**config.mk**
```make
export PLATFORM = sky130hd
export DESIGN_NAME = sreb_bank
export DESIGN_NICKNAME = d
export VERILOG_FILES = /design/src/sreb_pkg.sv /design/src/sreb_group_if.sv /design/src/sreb_group.sv /design/src/sreb_bank.sv
export SDC_FILE = /design/constraint.sdc
export NUM_CORES = 1
export LEC_CHECK = 0
export ABC_CLOCK_PERIOD_IN_PS = 2800
export BUFFER_PORTS_ARGS = -buffer_cell sky130_fd_sc_hd__buf_4
export CAP_MARGIN = 20
export CORE_UTILIZATION = 65
export CTS_BUF_LIST = sky130_fd_sc_hd__clkbuf_8
export CTS_CLUSTER_DIAMETER = 150
export CTS_CLUSTER_SIZE = 10
export DETAILED_ROUTE_END_ITERATION = 8
export GPL_ROUTABILITY_DRIVEN = 0
export PLACE_DENSITY_LB_ADDON = 0.05
export REMOVE_ABC_BUFFERS = 1
export SLEW_MARGIN = 20
export SYNTH_ARGS = -nofsm -noshare
export SYNTH_HDL_FRONTEND = slang
export SYNTH_HIERARCHICAL = 1
export SYNTH_SLANG_ARGS = --single-unit
```
**constraint.sdc**
```tcl
create_clock -name sys_clk -period 2.8 [get_ports sys_clk]
set_clock_uncertainty 0.2 [all_clocks]
set_input_delay 0.42 -clock sys_clk [delete_from_list [all_inputs] [get_ports sys_clk]]
set_output_delay 0.42 -clock sys_clk [all_outputs]
set_load 0.02 [all_outputs]
```
**src/sreb_pkg.sv**
```systemverilog
// Purpose : Constants and types for the status event reporting bank
// Assumes : Six 16-bit status groups reached through a group/field command port
// Notes   : Bit 15 of every stored register is never kept
package sreb_pkg;

    // ==========================================================
    // Widths and group selection
    localparam int          SREB_W         = 16;
    localparam int          SREB_NGRP      = 6;
    localparam logic [2:0]  GRP_DEVICE     = 3'h0;
    localparam logic [2:0]  GRP_OPERATION  = 3'h1;
    localparam logic [2:0]  GRP_ZEROING    = 3'h2;
    localparam logic [2:0]  GRP_LOWER_FAIL = 3'h3;
    localparam logic [2:0]  GRP_SENSE      = 3'h4;
    localparam logic [2:0]  GRP_TRIGGER    = 3'h5;

    // ==========================================================
    // Register field selection within a group
    localparam logic [2:0]  FLD_CONDITION  = 3'h0;
    localparam logic [2:0]  FLD_EVENT      = 3'h1;
    localparam logic [2:0]  FLD_ENABLE     = 3'h2;
    localparam logic [2:0]  FLD_FALLING    = 3'h3;
    localparam logic [2:0]  FLD_RISING     = 3'h4;

    // ==========================================================
    // Preset values and masks
    localparam logic [15:0] RISING_PRESET  = 16'h7fff;
    localparam logic [15:0] CLEAR_PRESET   = 16'h0000;
    localparam logic [15:0] STORE_MASK     = 16'h7fff;

    // Used condition bits per group
    localparam logic [15:0] MASK_DEVICE    = 16'h001e;
    localparam logic [15:0] MASK_OPERATION = 16'h1c21;
    localparam logic [15:0] MASK_CHANNELS  = 16'h0006;
    localparam logic [15:0] MASK_LOWER     = 16'h0078;

    // Bit positions
    localparam int BIT_CH_A         = 1;
    localparam int BIT_CH_B         = 2;
    localparam int BIT_ERR_A        = 3;
    localparam int BIT_ERR_B        = 4;
    localparam int BIT_OP_ZEROING   = 0;
    localparam int BIT_OP_TRIGGER   = 5;
    localparam int BIT_OP_SENSE     = 10;
    localparam int BIT_OP_LOWER     = 11;
    localparam int BIT_OP_UPPER     = 12;
    localparam int BIT_WIN_FIRST    = 3;

    // Command port access state
    typedef enum logic [0:0] {
        SREB_IDLE = 1'b0,
        SREB_ANS  = 1'b1
    } sreb_phase_type;

endpackage

```
**src/sreb_group_if.sv**
```systemverilog
// Purpose : Carries one group's control and result words between modules
// Assumes : Single clock domain
// Notes   : Owner modport holds the event registers; filter and enable registers are held by the bank
`timescale 1ns/1ps
interface sreb_group_if;
    import sreb_pkg::*;
    logic [15:0] condition;
    logic [15:0] rising_filter;
    logic [15:0] falling_filter;
    logic [15:0] enable;
    logic        read_event;
    logic        preset;
    logic [15:0] event_bits;
    logic        summary;

    modport owner (
        input  condition,
        input  rising_filter,
        input  falling_filter,
        input  enable,
        input  read_event,
        input  preset,
        output event_bits,
        output summary
    );
    modport bank (
        output condition,
        output rising_filter,
        output falling_filter,
        output enable,
        output read_event,
        output preset,
        input  event_bits,
        input  summary
    );
endinterface

```
**src/sreb_group.sv**
```systemverilog
// Purpose : One status group: transition detect, sticky event, summary
// Assumes : Filters and enable arrive already masked to bit 14 and below
// Notes   : A new event in the read cycle survives the clear
`timescale 1ns/1ps
module sreb_group
    import sreb_pkg::*;
(
    input  wire logic   sys_clk,
    input  wire logic   rst_n,
    sreb_group_if.owner gi
);

    typedef struct packed {
        logic [15:0] cond_prev;
        logic [15:0] events;
    } sreb_grp_state_type;

    sreb_grp_state_type st_q;
    sreb_grp_state_type st_d;
    logic [15:0]        rise;
    logic [15:0]        fall;
    logic [15:0]        hit;

    // ==========================================================
    // Edge detection and event latching
    always_comb
    begin
        rise = gi.condition & ~st_q.cond_prev;
        fall = ~gi.condition & st_q.cond_prev;
        hit  = ((rise & gi.rising_filter)
              | (fall & gi.falling_filter))
              & STORE_MASK;
        st_d.cond_prev = gi.condition;
        if (gi.read_event)
            st_d.events = hit;
        else
            st_d.events = st_q.events | hit;
    end

    // State register
    always_ff @(posedge sys_clk or negedge rst_n)
    begin
        if (!rst_n)
            st_q <= '0;
        else
            st_q <= st_d;
    end

    // Summary toward the parent group
    assign gi.event_bits = st_q.events;
    assign gi.summary    = |(st_q.events & gi.enable);

endmodule

```
**src/sreb_bank.sv**
```systemverilog
// Purpose : Status event reporting bank for a two-channel instrument
// Assumes : Commands arrive as group/field select with strobes, one clock
// Notes   : Read answer is registered, valid one cycle after the strobe
`timescale 1ns/1ps
// Behaviour
// Condition reads give 0..32767 and leave the condition untouched.
// Enable registers are read/write; bit 15 always reads zero.
// Event read returns latched bits then clears the event register.
// Falling and rising filters are read/write with bit 15 forced zero.
// Rising condition with rising filter bit set sets the event bit.
// Falling condition with falling filter bit set sets the event bit.
// Both filters set: any condition change sets the event bit.
// Both filters clear: condition changes never set the event bit.
// Device bits 1,2 show sensor detected on channel A, B.
// Device event bits 1,2 mean sensor connected or removed since read.
// Falling filter bit on detect position reports sensor removal.
// Rising filter bit on detect position reports sensor connection.
// Device bits 3,4 show channel A, B sensor error.
// Device bits 5,6 reserved; bit 0 and 7..14 unused.
// Operation bit 0 zeroing summary, bit 5 trigger summary; others except bits 10..12 unused.
// Operation bits 10,11,12: sense, lower-fail, upper-fail summaries.
// Zeroing group bits 1,2 show channel A, B zeroing or zeroing_in_progress_group.
// Lower-fail bits 3..6 flag each window measurement below its limit.
// Sense group bits 1,2 show EEPROM read on channel A, B.
// Trigger group bits 1,2 show channel A, B waiting for trigger.
// Device event reaches status byte bit 1 only when enabled.
// Zeroing event reaches operation bit 0 only when enabled.
// Power-on or preset: rising filters 0x7fff, falling and enable cleared.
// Summary bit is OR of child events and enables, parent's condition.
// Unused and reserved bits of all registers read zero; filter and enable registers here keep any written bit 14..0.
module sreb_bank
    import sreb_pkg::*;
(
    input  wire logic        sys_clk,
    input  wire logic        rst_n,
    input  wire logic        sensor_present_a,
    input  wire logic        sensor_present_b,
    input  wire logic        sensor_error_a,
    input  wire logic        sensor_error_b,
    input  wire logic        zeroing_a,
    input  wire logic        zeroing_b,
    input  wire logic [3:0]  lower_limit_fail,
    input  wire logic        upper_limit_fail_summary,
    input  wire logic        eeprom_read_a,
    input  wire logic        eeprom_read_b,
    input  wire logic        wait_trigger_a,
    input  wire logic        wait_trigger_b,
    input  wire logic        preset,
    input  wire logic [2:0]  cmd_group,
    input  wire logic [2:0]  cmd_field,
    input  wire logic        cmd_write,
    input  wire logic        cmd_read,
    input  wire logic [15:0] cmd_wdata,
    output logic [15:0]      cmd_rdata,
    output logic             cmd_rvalid,
    output logic             cmd_error,
    output logic             device_summary
);

    // ==========================================================
    // Bank state: one packed struct
    typedef struct packed {
        logic [SREB_NGRP-1:0][15:0] rising;
        logic [SREB_NGRP-1:0][15:0] falling;
        logic [SREB_NGRP-1:0][15:0] enable;
        logic [15:0]                rdata;
        logic                       rerror;
        sreb_phase_type             phase;
    } sreb_bank_state_type;

    sreb_bank_state_type         st_q;
    sreb_bank_state_type         st_d;
    logic [SREB_NGRP-1:0][15:0]  cond;
    logic [SREB_NGRP-1:0][15:0]  evts;
    logic [SREB_NGRP-1:0]        summ;
    logic                        grp_ok;
    logic                        fld_ok;
    logic [15:0]                 wmask;
    logic [15:0]                 sel_cond;
    logic [15:0]                 sel_evt;
    logic [15:0]                 sel_en;
    logic [15:0]                 sel_fall;
    logic [15:0]                 sel_rise;

    // ==========================================================
    // Condition words from the measurement logic and child summaries
    always_comb
    begin
        cond = '0;
        cond[GRP_DEVICE][BIT_CH_A]       = sensor_present_a;
        cond[GRP_DEVICE][BIT_CH_B]       = sensor_present_b;
        cond[GRP_DEVICE][BIT_ERR_A]      = sensor_error_a;
        cond[GRP_DEVICE][BIT_ERR_B]      = sensor_error_b;
        cond[GRP_ZEROING][BIT_CH_A]      = zeroing_a;
        cond[GRP_ZEROING][BIT_CH_B]      = zeroing_b;
        cond[GRP_LOWER_FAIL][BIT_WIN_FIRST +: 4] = lower_limit_fail;
        cond[GRP_SENSE][BIT_CH_A]        = eeprom_read_a;
        cond[GRP_SENSE][BIT_CH_B]        = eeprom_read_b;
        cond[GRP_TRIGGER][BIT_CH_A]      = wait_trigger_a;
        cond[GRP_TRIGGER][BIT_CH_B]      = wait_trigger_b;
        cond[GRP_OPERATION][BIT_OP_ZEROING] = summ[GRP_ZEROING];
        cond[GRP_OPERATION][BIT_OP_TRIGGER] = summ[GRP_TRIGGER];
        cond[GRP_OPERATION][BIT_OP_SENSE]   = summ[GRP_SENSE];
        cond[GRP_OPERATION][BIT_OP_LOWER]   = summ[GRP_LOWER_FAIL];
        cond[GRP_OPERATION][BIT_OP_UPPER]   = upper_limit_fail_summary;
        // Reserved device bits 5,6 and unused positions stay zero
        cond[GRP_DEVICE]     = cond[GRP_DEVICE] & MASK_DEVICE;
        cond[GRP_OPERATION]  = cond[GRP_OPERATION] & MASK_OPERATION;
        cond[GRP_ZEROING]    = cond[GRP_ZEROING] & MASK_CHANNELS;
        cond[GRP_LOWER_FAIL] = cond[GRP_LOWER_FAIL] & MASK_LOWER;
        cond[GRP_SENSE]      = cond[GRP_SENSE] & MASK_CHANNELS;
        cond[GRP_TRIGGER]    = cond[GRP_TRIGGER] & MASK_CHANNELS;
    end

    // ==========================================================
    // One group engine per status group
    genvar g;
    generate
        for (g = 0; g < SREB_NGRP; g++)
        begin : grp
            sreb_group_if gif ();
            assign gif.condition      = cond[g];
            assign gif.rising_filter  = st_q.rising[g];
            assign gif.falling_filter = st_q.falling[g];
            assign gif.enable         = st_q.enable[g];
            assign gif.preset         = preset;
            // Event read clears this group's events
            assign gif.read_event     = cmd_read && (cmd_group == 3'(g))
                                        && (cmd_field == FLD_EVENT);
            assign evts[g]            = gif.event_bits;
            assign summ[g]            = gif.summary;
            sreb_group u_group (
                .sys_clk (sys_clk),
                .rst_n   (rst_n),
                .gi      (gif.owner)
            );
        end
    endgenerate

    // ==========================================================
    // Command decode
    always_comb
    begin
        grp_ok   = (cmd_group < 3'(SREB_NGRP));
        fld_ok   = (cmd_field <= FLD_RISING);
        wmask    = STORE_MASK;
        sel_cond = '0;
        sel_evt  = '0;
        sel_en   = '0;
        sel_fall = '0;
        sel_rise = '0;
        if (grp_ok)
        begin
            sel_cond = cond[cmd_group];
            sel_evt  = evts[cmd_group];
            sel_en   = st_q.enable[cmd_group];
            sel_fall = st_q.falling[cmd_group];
            sel_rise = st_q.rising[cmd_group];
        end
    end

    // ==========================================================
    // Next state: writes, preset, registered read answer
    always_comb
    begin
        st_d        = st_q;
        st_d.phase  = SREB_IDLE;
        st_d.rerror = 1'b0;
        if (cmd_write && grp_ok)
        begin
            if (cmd_field == FLD_ENABLE)
                st_d.enable[cmd_group] = cmd_wdata & wmask;
            else if (cmd_field == FLD_FALLING)
                st_d.falling[cmd_group] = cmd_wdata & wmask;
            else if (cmd_field == FLD_RISING)
                st_d.rising[cmd_group] = cmd_wdata & wmask;
        end
        // Preset wins over a write in the same cycle
        if (preset)
        begin
            for (int i = 0; i < SREB_NGRP; i++)
            begin
                st_d.rising[i]  = RISING_PRESET;
                st_d.falling[i] = CLEAR_PRESET;
                st_d.enable[i]  = CLEAR_PRESET;
            end
        end
        if (cmd_read)
        begin
            st_d.phase  = SREB_ANS;
            st_d.rerror = !(grp_ok && fld_ok);
            st_d.rdata  = '0;
            if (grp_ok)
            begin
                case (cmd_field)
                    FLD_CONDITION: st_d.rdata = sel_cond & STORE_MASK;
                    FLD_EVENT:     st_d.rdata = sel_evt;
                    FLD_ENABLE:    st_d.rdata = sel_en;
                    FLD_FALLING:   st_d.rdata = sel_fall;
                    FLD_RISING:    st_d.rdata = sel_rise;
                    default:       st_d.rdata = '0;
                endcase
            end
        end
    end

    // State register; power-on values match the preset
    always_ff @(posedge sys_clk or negedge rst_n)
    begin
        if (!rst_n)
        begin
            for (int i = 0; i < SREB_NGRP; i++)
            begin
                st_q.rising[i]  <= RISING_PRESET;
                st_q.falling[i] <= CLEAR_PRESET;
                st_q.enable[i]  <= CLEAR_PRESET;
            end
            st_q.rdata  <= '0;
            st_q.rerror <= 1'b0;
            st_q.phase  <= SREB_IDLE;
        end
        else
            st_q <= st_d;
    end

    // ==========================================================
    // Outputs
    assign cmd_rdata      = st_q.rdata;
    assign cmd_rvalid     = (st_q.phase == SREB_ANS);
    assign cmd_error      = st_q.rerror;
    assign device_summary = summ[GRP_DEVICE];

endmodule

```
# Word level (Yosys, flattened, before mapping)
# Cells that the tools add are included.
# W data, S select, Z words.
op_classes:
  add_sub_neg: 0
  mul: 0
  n_div: 0
  order_cmp: 4
  eq_ne: 11
  shifts: 0
  muxes: 31
  bitwise_logic: 53
  n_reduce_logical: 30
op_table:
  columns: ["op", "n"]
  rows:
  - ["$mux W288", 2]
  - ["$mux W96", 4]
  - ["$bwmux W96", 3]
  - ["$bmux W16 S3", 5]
  - ["$mux W16", 12]
  - ["$mux W192", 1]
  - ["$and A15 B15 Y15", 12]
  - ["$or A16 B15 Y16", 6]
  - ["$not A3 Y15", 6]
  - ["$or A15 B15 Y15", 6]
  - ["$and A16 B16 Y16", 5]
  - ["$pmux W16 S5", 1]
  - ["$reduce_or A16 Y1", 5]
  - ["$demux W16 S3", 1]
  - ["$and A15 B3 Y15", 3]
  - ["$and A3 B15 Y15", 3]
  - ["$not A13 Y15", 2]
  - ["$not A5 Y15", 2]
  - ["$not A7 Y15", 2]
  - ["$and A13 B15 Y15", 1]
  - ["$and A15 B13 Y15", 1]
  - ["$and A15 B5 Y15", 1]
  - ["$and A15 B7 Y15", 1]
  - ["$and A5 B15 Y15", 1]
  - ["other kinds (18)", 43]
totals:
  ff_bits: 421
  latch_bits: 0
  ramBits: 0
  mem_bits_ro: 0
  inputBits: 42
  memories: 0

# Longest topological paths before layout
logic_depth:
  word_depth: 10
  ltp_mapped: 10

# Cells and area by module
# Netlist, hierarchy kept.
modules_own_cells:
  columns: ["mod", "instances", "cells_per_inst", "area_per_inst_um2", "seq_area_each_um2"]
  rows:
  - ["sreb_bank", 1, 1250, 14719.1, 7319.5]
  - ["sreb_group", 6, 118, 1307.5, 750.7]

# Worst setup path before layout
# Ideal clock, no wire load.
synth_timing:
  kind: "input port to flip-flop"
  from: "in cmd_group[0]"
  to: "reg st_q, in the netlist cmd_rdata[5]"
  setup_time_ps: 132
  arrival_time_ps: 1836
  slack_ps: 632
  cell_stages: 7
  path_buffers: 2
  path_cell_list: "buf_4 buf_4 mux2_2 a222oi_1 o22ai_1 a2111oi_1 o2bb2ai_1"
synth_between:
  elab_chain_len: 4
synth_lines:
  columns: ["item", "line_no", "rtl"]
  rows:
  - ["start: declaration", "sreb_bank.sv:49", "input wire logic [2:0] cmd_group,"]
  - ["$bmux W16 S3, on equally long branches", null, null]
  - ["$mux W16 (not written as such), or another cell as far along", "sreb_bank.sv:158", "sel_rise = st_q.rising[cmd_group];"]
  - ["$pmux W16 S5", "sreb_bank.sv:195", "case (cmd_field)"]
  - ["$mux W16 *", "sreb_bank.sv:193", "if (grp_ok)"]
  - ["end signal: assignment", "sreb_bank.sv:223", "st_q <= st_d;"]
  - ["end: declaration", "sreb_bank.sv:71", "sreb_bank_state_type st_q;"]
# Mark *: on every way between the ends. The rest lies on a longest branch, timed or not. The select of a mux whose other input is x is not followed.
# A chain may end at the register's enable or synchronous reset.

# Worst setup path in the final report
layout_timing:
  from: "reg grp[0].u_group.st_q, in the netlist grp[0].u_group/gi.event_bits[2]"
  to: "out device_summary"
layout_between:
  elab_chain_len: 2
layout_lines:
  columns: ["item", "line_no", "rtl"]
  rows:
  - ["start: declaration", "sreb_group.sv:18", "sreb_grp_state_type st_q;"]
  - ["start signal: assignment", "sreb_group.sv:46", "st_q <= st_d;"]
  - ["$and A16 B16 Y16", "sreb_group.sv:51", "assign gi.summary = |(st_q.events & gi.enable);"]
  - ["$reduce_or A16 Y1", "sreb_group.sv:51", null]
  - ["end: declaration", "sreb_bank.sv:57", "output logic device_summary"]
# No other way between the ends.

==> summary.log <==
[status] status finished, violations left
[status] violations in the final reports setup timing
[sta] final cycle utilization of the critical path 1.074
[critical_path] critical path type reg -> out
[critical_path] Worst Path Required 2.18 ns
[drt] average wire length per cell after detail routing 28.62 um
[critical_path] Slowest Stage Delay on Critical Path 0.51 ns
[die] area of the core 33780 um^2
[global_route] GR peak layer met2
[critical_path] Max stage delay cell, worst path a222oi_1
[cts] buffers inserted by post-CTS timing repair 0
[global_route] number of antenna violations at the first check in global routing 2
[logic_synthesis] cell count after synthesis 1949
[final_layout] fill cell count 2350
[sta] Max Clock Freq 332.7 MHz
[critical_path] critical path endpoint category output pin
[sta] final-report hold violation count 0
[place] number of placed instances with taps included 2563
[global_route] via count of the first global-routing pass 18250
[die] starting density of the core 0.6658
[die] height of the chip 188.0 um
[power_and_ir_drop] peak supply drop 0.5298 mV
[critical_path] endpoint of the worst-slack reg-to-reg timing path cmd_rdata[5]
[critical_path] Critical Path Sink device_summary
[cts] Clock Path Buffers 3
[drt] total routed wirelength 77.15 mm
[cts] clock latency of the later-clocked register in the worst-skew pair 0.68 ns
[drt] number of routed nets with antenna violations 0
[die] number of placement rows 67
[power_and_ir_drop] Static Leakage 11.12 nW
[cts] root buffer cell clkbuf_8
[drt] DRC violations left 0
[power_and_ir_drop] portion of total power attributed to sequential cells 0.549
[power_and_ir_drop] combinational group share of total power 0.143
[cts] clock-pin slew on the worst setup and hold paths 0.08 ns
[critical_path] data arrival time of the critical path 2.39 ns
[logic_synthesis] synthesized area 22490 um^2
[power_and_ir_drop] Clk network pwr share 0.308
[logic_synthesis] mean area per synthesized cell 11.54 um^2
[logic_synthesis] number of warning messages in the yosys log 6
[critical_path] cell count of the worst reg-to-reg path 8
[final_layout] non-filler instance count after layout 2696
[drt] DR iter-0 viols 2397
[critical_path] critical register-to-register path startpoint grp[5].u_group/gi.event_bits[2]
[power_and_ir_drop] overall power after layout 0.01390 W
[sta] unrepaired setup endpoints after global routing yes
[cts] maximum level of the CTS H-tree 2
[power_and_ir_drop] total net switching power 0.003942 W
[global_route] first-pass GRT wire length 115.0 mm
[cts] CTS tree done
[place] Detail Placement HPWL 51.17 mm
[critical_path] Critical Path Fanout Max 3
[flow_run] max-cap check violation count 0
[sta] transition time of the tightest slew-check pin 1.141 ns
[global_route] met3 Use GR 0.1649
[sta] number of failing setup endpoints in the final timing report 1
[worst_hold_path] path class of the lowest-slack min-delay path in -> async
[critical_path] Startpoint Class flip-flop
[power_and_ir_drop] Sw Ratio 0.2836
[critical_path] Worst setup startpoint grp[0].u_group/gi.event_bits[2]
[critical_path] FF-to-FF setup slack 0.03 ns
[final_layout] NumNets Final 2243
[power_and_ir_drop] power per standard cell area 546.5 nW/um^2
[global_route] fraction of met2 tracks used by global routing 0.6350
[die] overall die area 35350 um^2
[drt] post-DR vias/cell 6.812
[global_route] met1 global-route usage 0.5838
[die] overall die width 188.0 um
[cts] clk sink count 468
[sta] worst slew margin relative to its limit 0.2366
[drt] vias post-DR 18370
[die] Boundary Pins 61
[power_and_ir_drop] cell internal pwr 0.009956 W
[final_layout] synth-to-layout area growth 13.05%
[cts] total CTS buffers 52
[place] post-placement setup slack 0.1112 ns
[sta] Final Critical Period 3.006 ns
[global_route] grt ovf 0
[place] Port-buffer cells 59
[critical_path] critical-path cell list a222oi_1 -> and3_4 -> nand4_1 -> buf_4
[sta] post-route setup slack -0.2061 ns
[sta] final max-slew violation count 0
[global_route] largest net degree at the start of global routing 82
[final_layout] fraction of layout cells with a size suffix above 1 0.1884
[global_route] overall global routing resource usage 0.4465
[drt] first-pass iteration count of the detailed router 8
-- worst min path at each step --
stage | start | end | slack (ns) | depth (start not counted)
after CTS | rst_n | cmd_rdata[3] | 0.09 | 2
after global routing | rst_n | grp[1].u_group/gi.event_bits[6] | 0.11 | 2
after global placement | rst_n | grp[0].u_group/st_q[21] | 0.20 | 1
after detailed placement | rst_n | grp[0].u_group/st_q[21] | 0.20 | 1
after floorplan | rst_n | cmd_error | -0.08 | 0
final | rst_n | grp[1].u_group/gi.event_bits[6] | 0.1 | 2
-- layout make-up --
cell class | count | area, um^2 | share of cell area
sequential | 468 | 11830 | 0.4650
clock buffer | 55 | 757.0 | 0.02977
tap | 448 | 560.5 | 0.02204
timing repair buffer | 234 | 2038 | 0.08015
multi-input combinational | 1421 | 9986 | 0.3927
inverter | 24 | 90.09 | 0.003542
clock inverter | 43 | 166.4 | 0.006544
antenna | 3 | 7.507 | 0.0002952
-- power groups by stage --
stage | registers [W] | clock network, W | logic [W]
floorplan | 0.00764 | 0 | 0.000971
global placement | 0.00772 | 0 | 0.00182
detailed placement | 0.00775 | 0 | 0.00187
CTS | 0.00762 | 0.00431 | 0.00191
global route | 0.00768 | 0.00458 | 0.00209
finish | 0.00763 | 0.00429 | 0.00198
-- layout by cell type, fill, tap and decap left out, types with 32 or more instances in the layout --
master / n
dfrtp_1: 377
conb_1: 219
a22o_1: 186
buf_4: 185
o22a_1: 181
nand2_1: 140
dfstp_2: 90
o21ai_0: 89
nand3b_1: 88
mux2i_1: 87
a21o_1: 78
inv_1: 59
clkbuf_8: 56
nor2_1: 54
a21oi_1: 39
a22oi_1: 34
mux4_2: 32
dlygate4sd3_1: 32
-- routing by layer --
metal / vias up / routed length (um)
li1: 7597 / -
met3: 371 / 10750
met1: 9060 / 28160
met5: - / 122
met4: 6 / 5721
met2: 1332 / 32400
-- worst max-delay path, delay by kind of cell (launching register included) --
kind / cells / cell delay, ns
buf+inv: 1 / 0.23
compound gates: 1 / 0.51
flops: 1 / 0.46
simple gates: 2 / 0.51
-- metrics by stage --
| stage | utilization | TNS, ns | area [um^2] | hold WS, ns |
|---|---|---|---|---|
| 3_3_place_gp | 0.7152 | 0 | 24160 | 0.2027 |
| 2_1_floorplan | - | -113.16 | 21840 | -0.07559 |
| 5_1_grt | 0.7525 | -0.1398 | 25420 | 0.1137 |
| 6_report | 0.7528 | -0.2061 | 25430 | 0.09979 |
| 3_5_place_dp | 0.7152 | 0 | 24160 | 0.2024 |
| 4_1_cts | 0.7523 | -0.1631 | 25420 | 0.08907 |
-- state kept, by name, indices dropped and copies added, names as in the netlist --
name / cells
grp.gif.enable: 90
grp.gif.falling_filter: 90
grp.gif.rising_filter: 90
grp.u_group/gi.event_bits: 90
grp.u_group/st_q: 90
cmd_rdata: 16
cmd_error: 1
cmd_rvalid: 1
-- what timing repair did --
action	4_1_cts	5_1_grt
endpoints found under the hold margin	556	0
setup endpoints to repair	1	2
gates cloned	0	0
resized for setup	3	1
hold buffers	32	0
pin swaps	2	1
No activity file was read; power rests on OpenSTA's default activity.
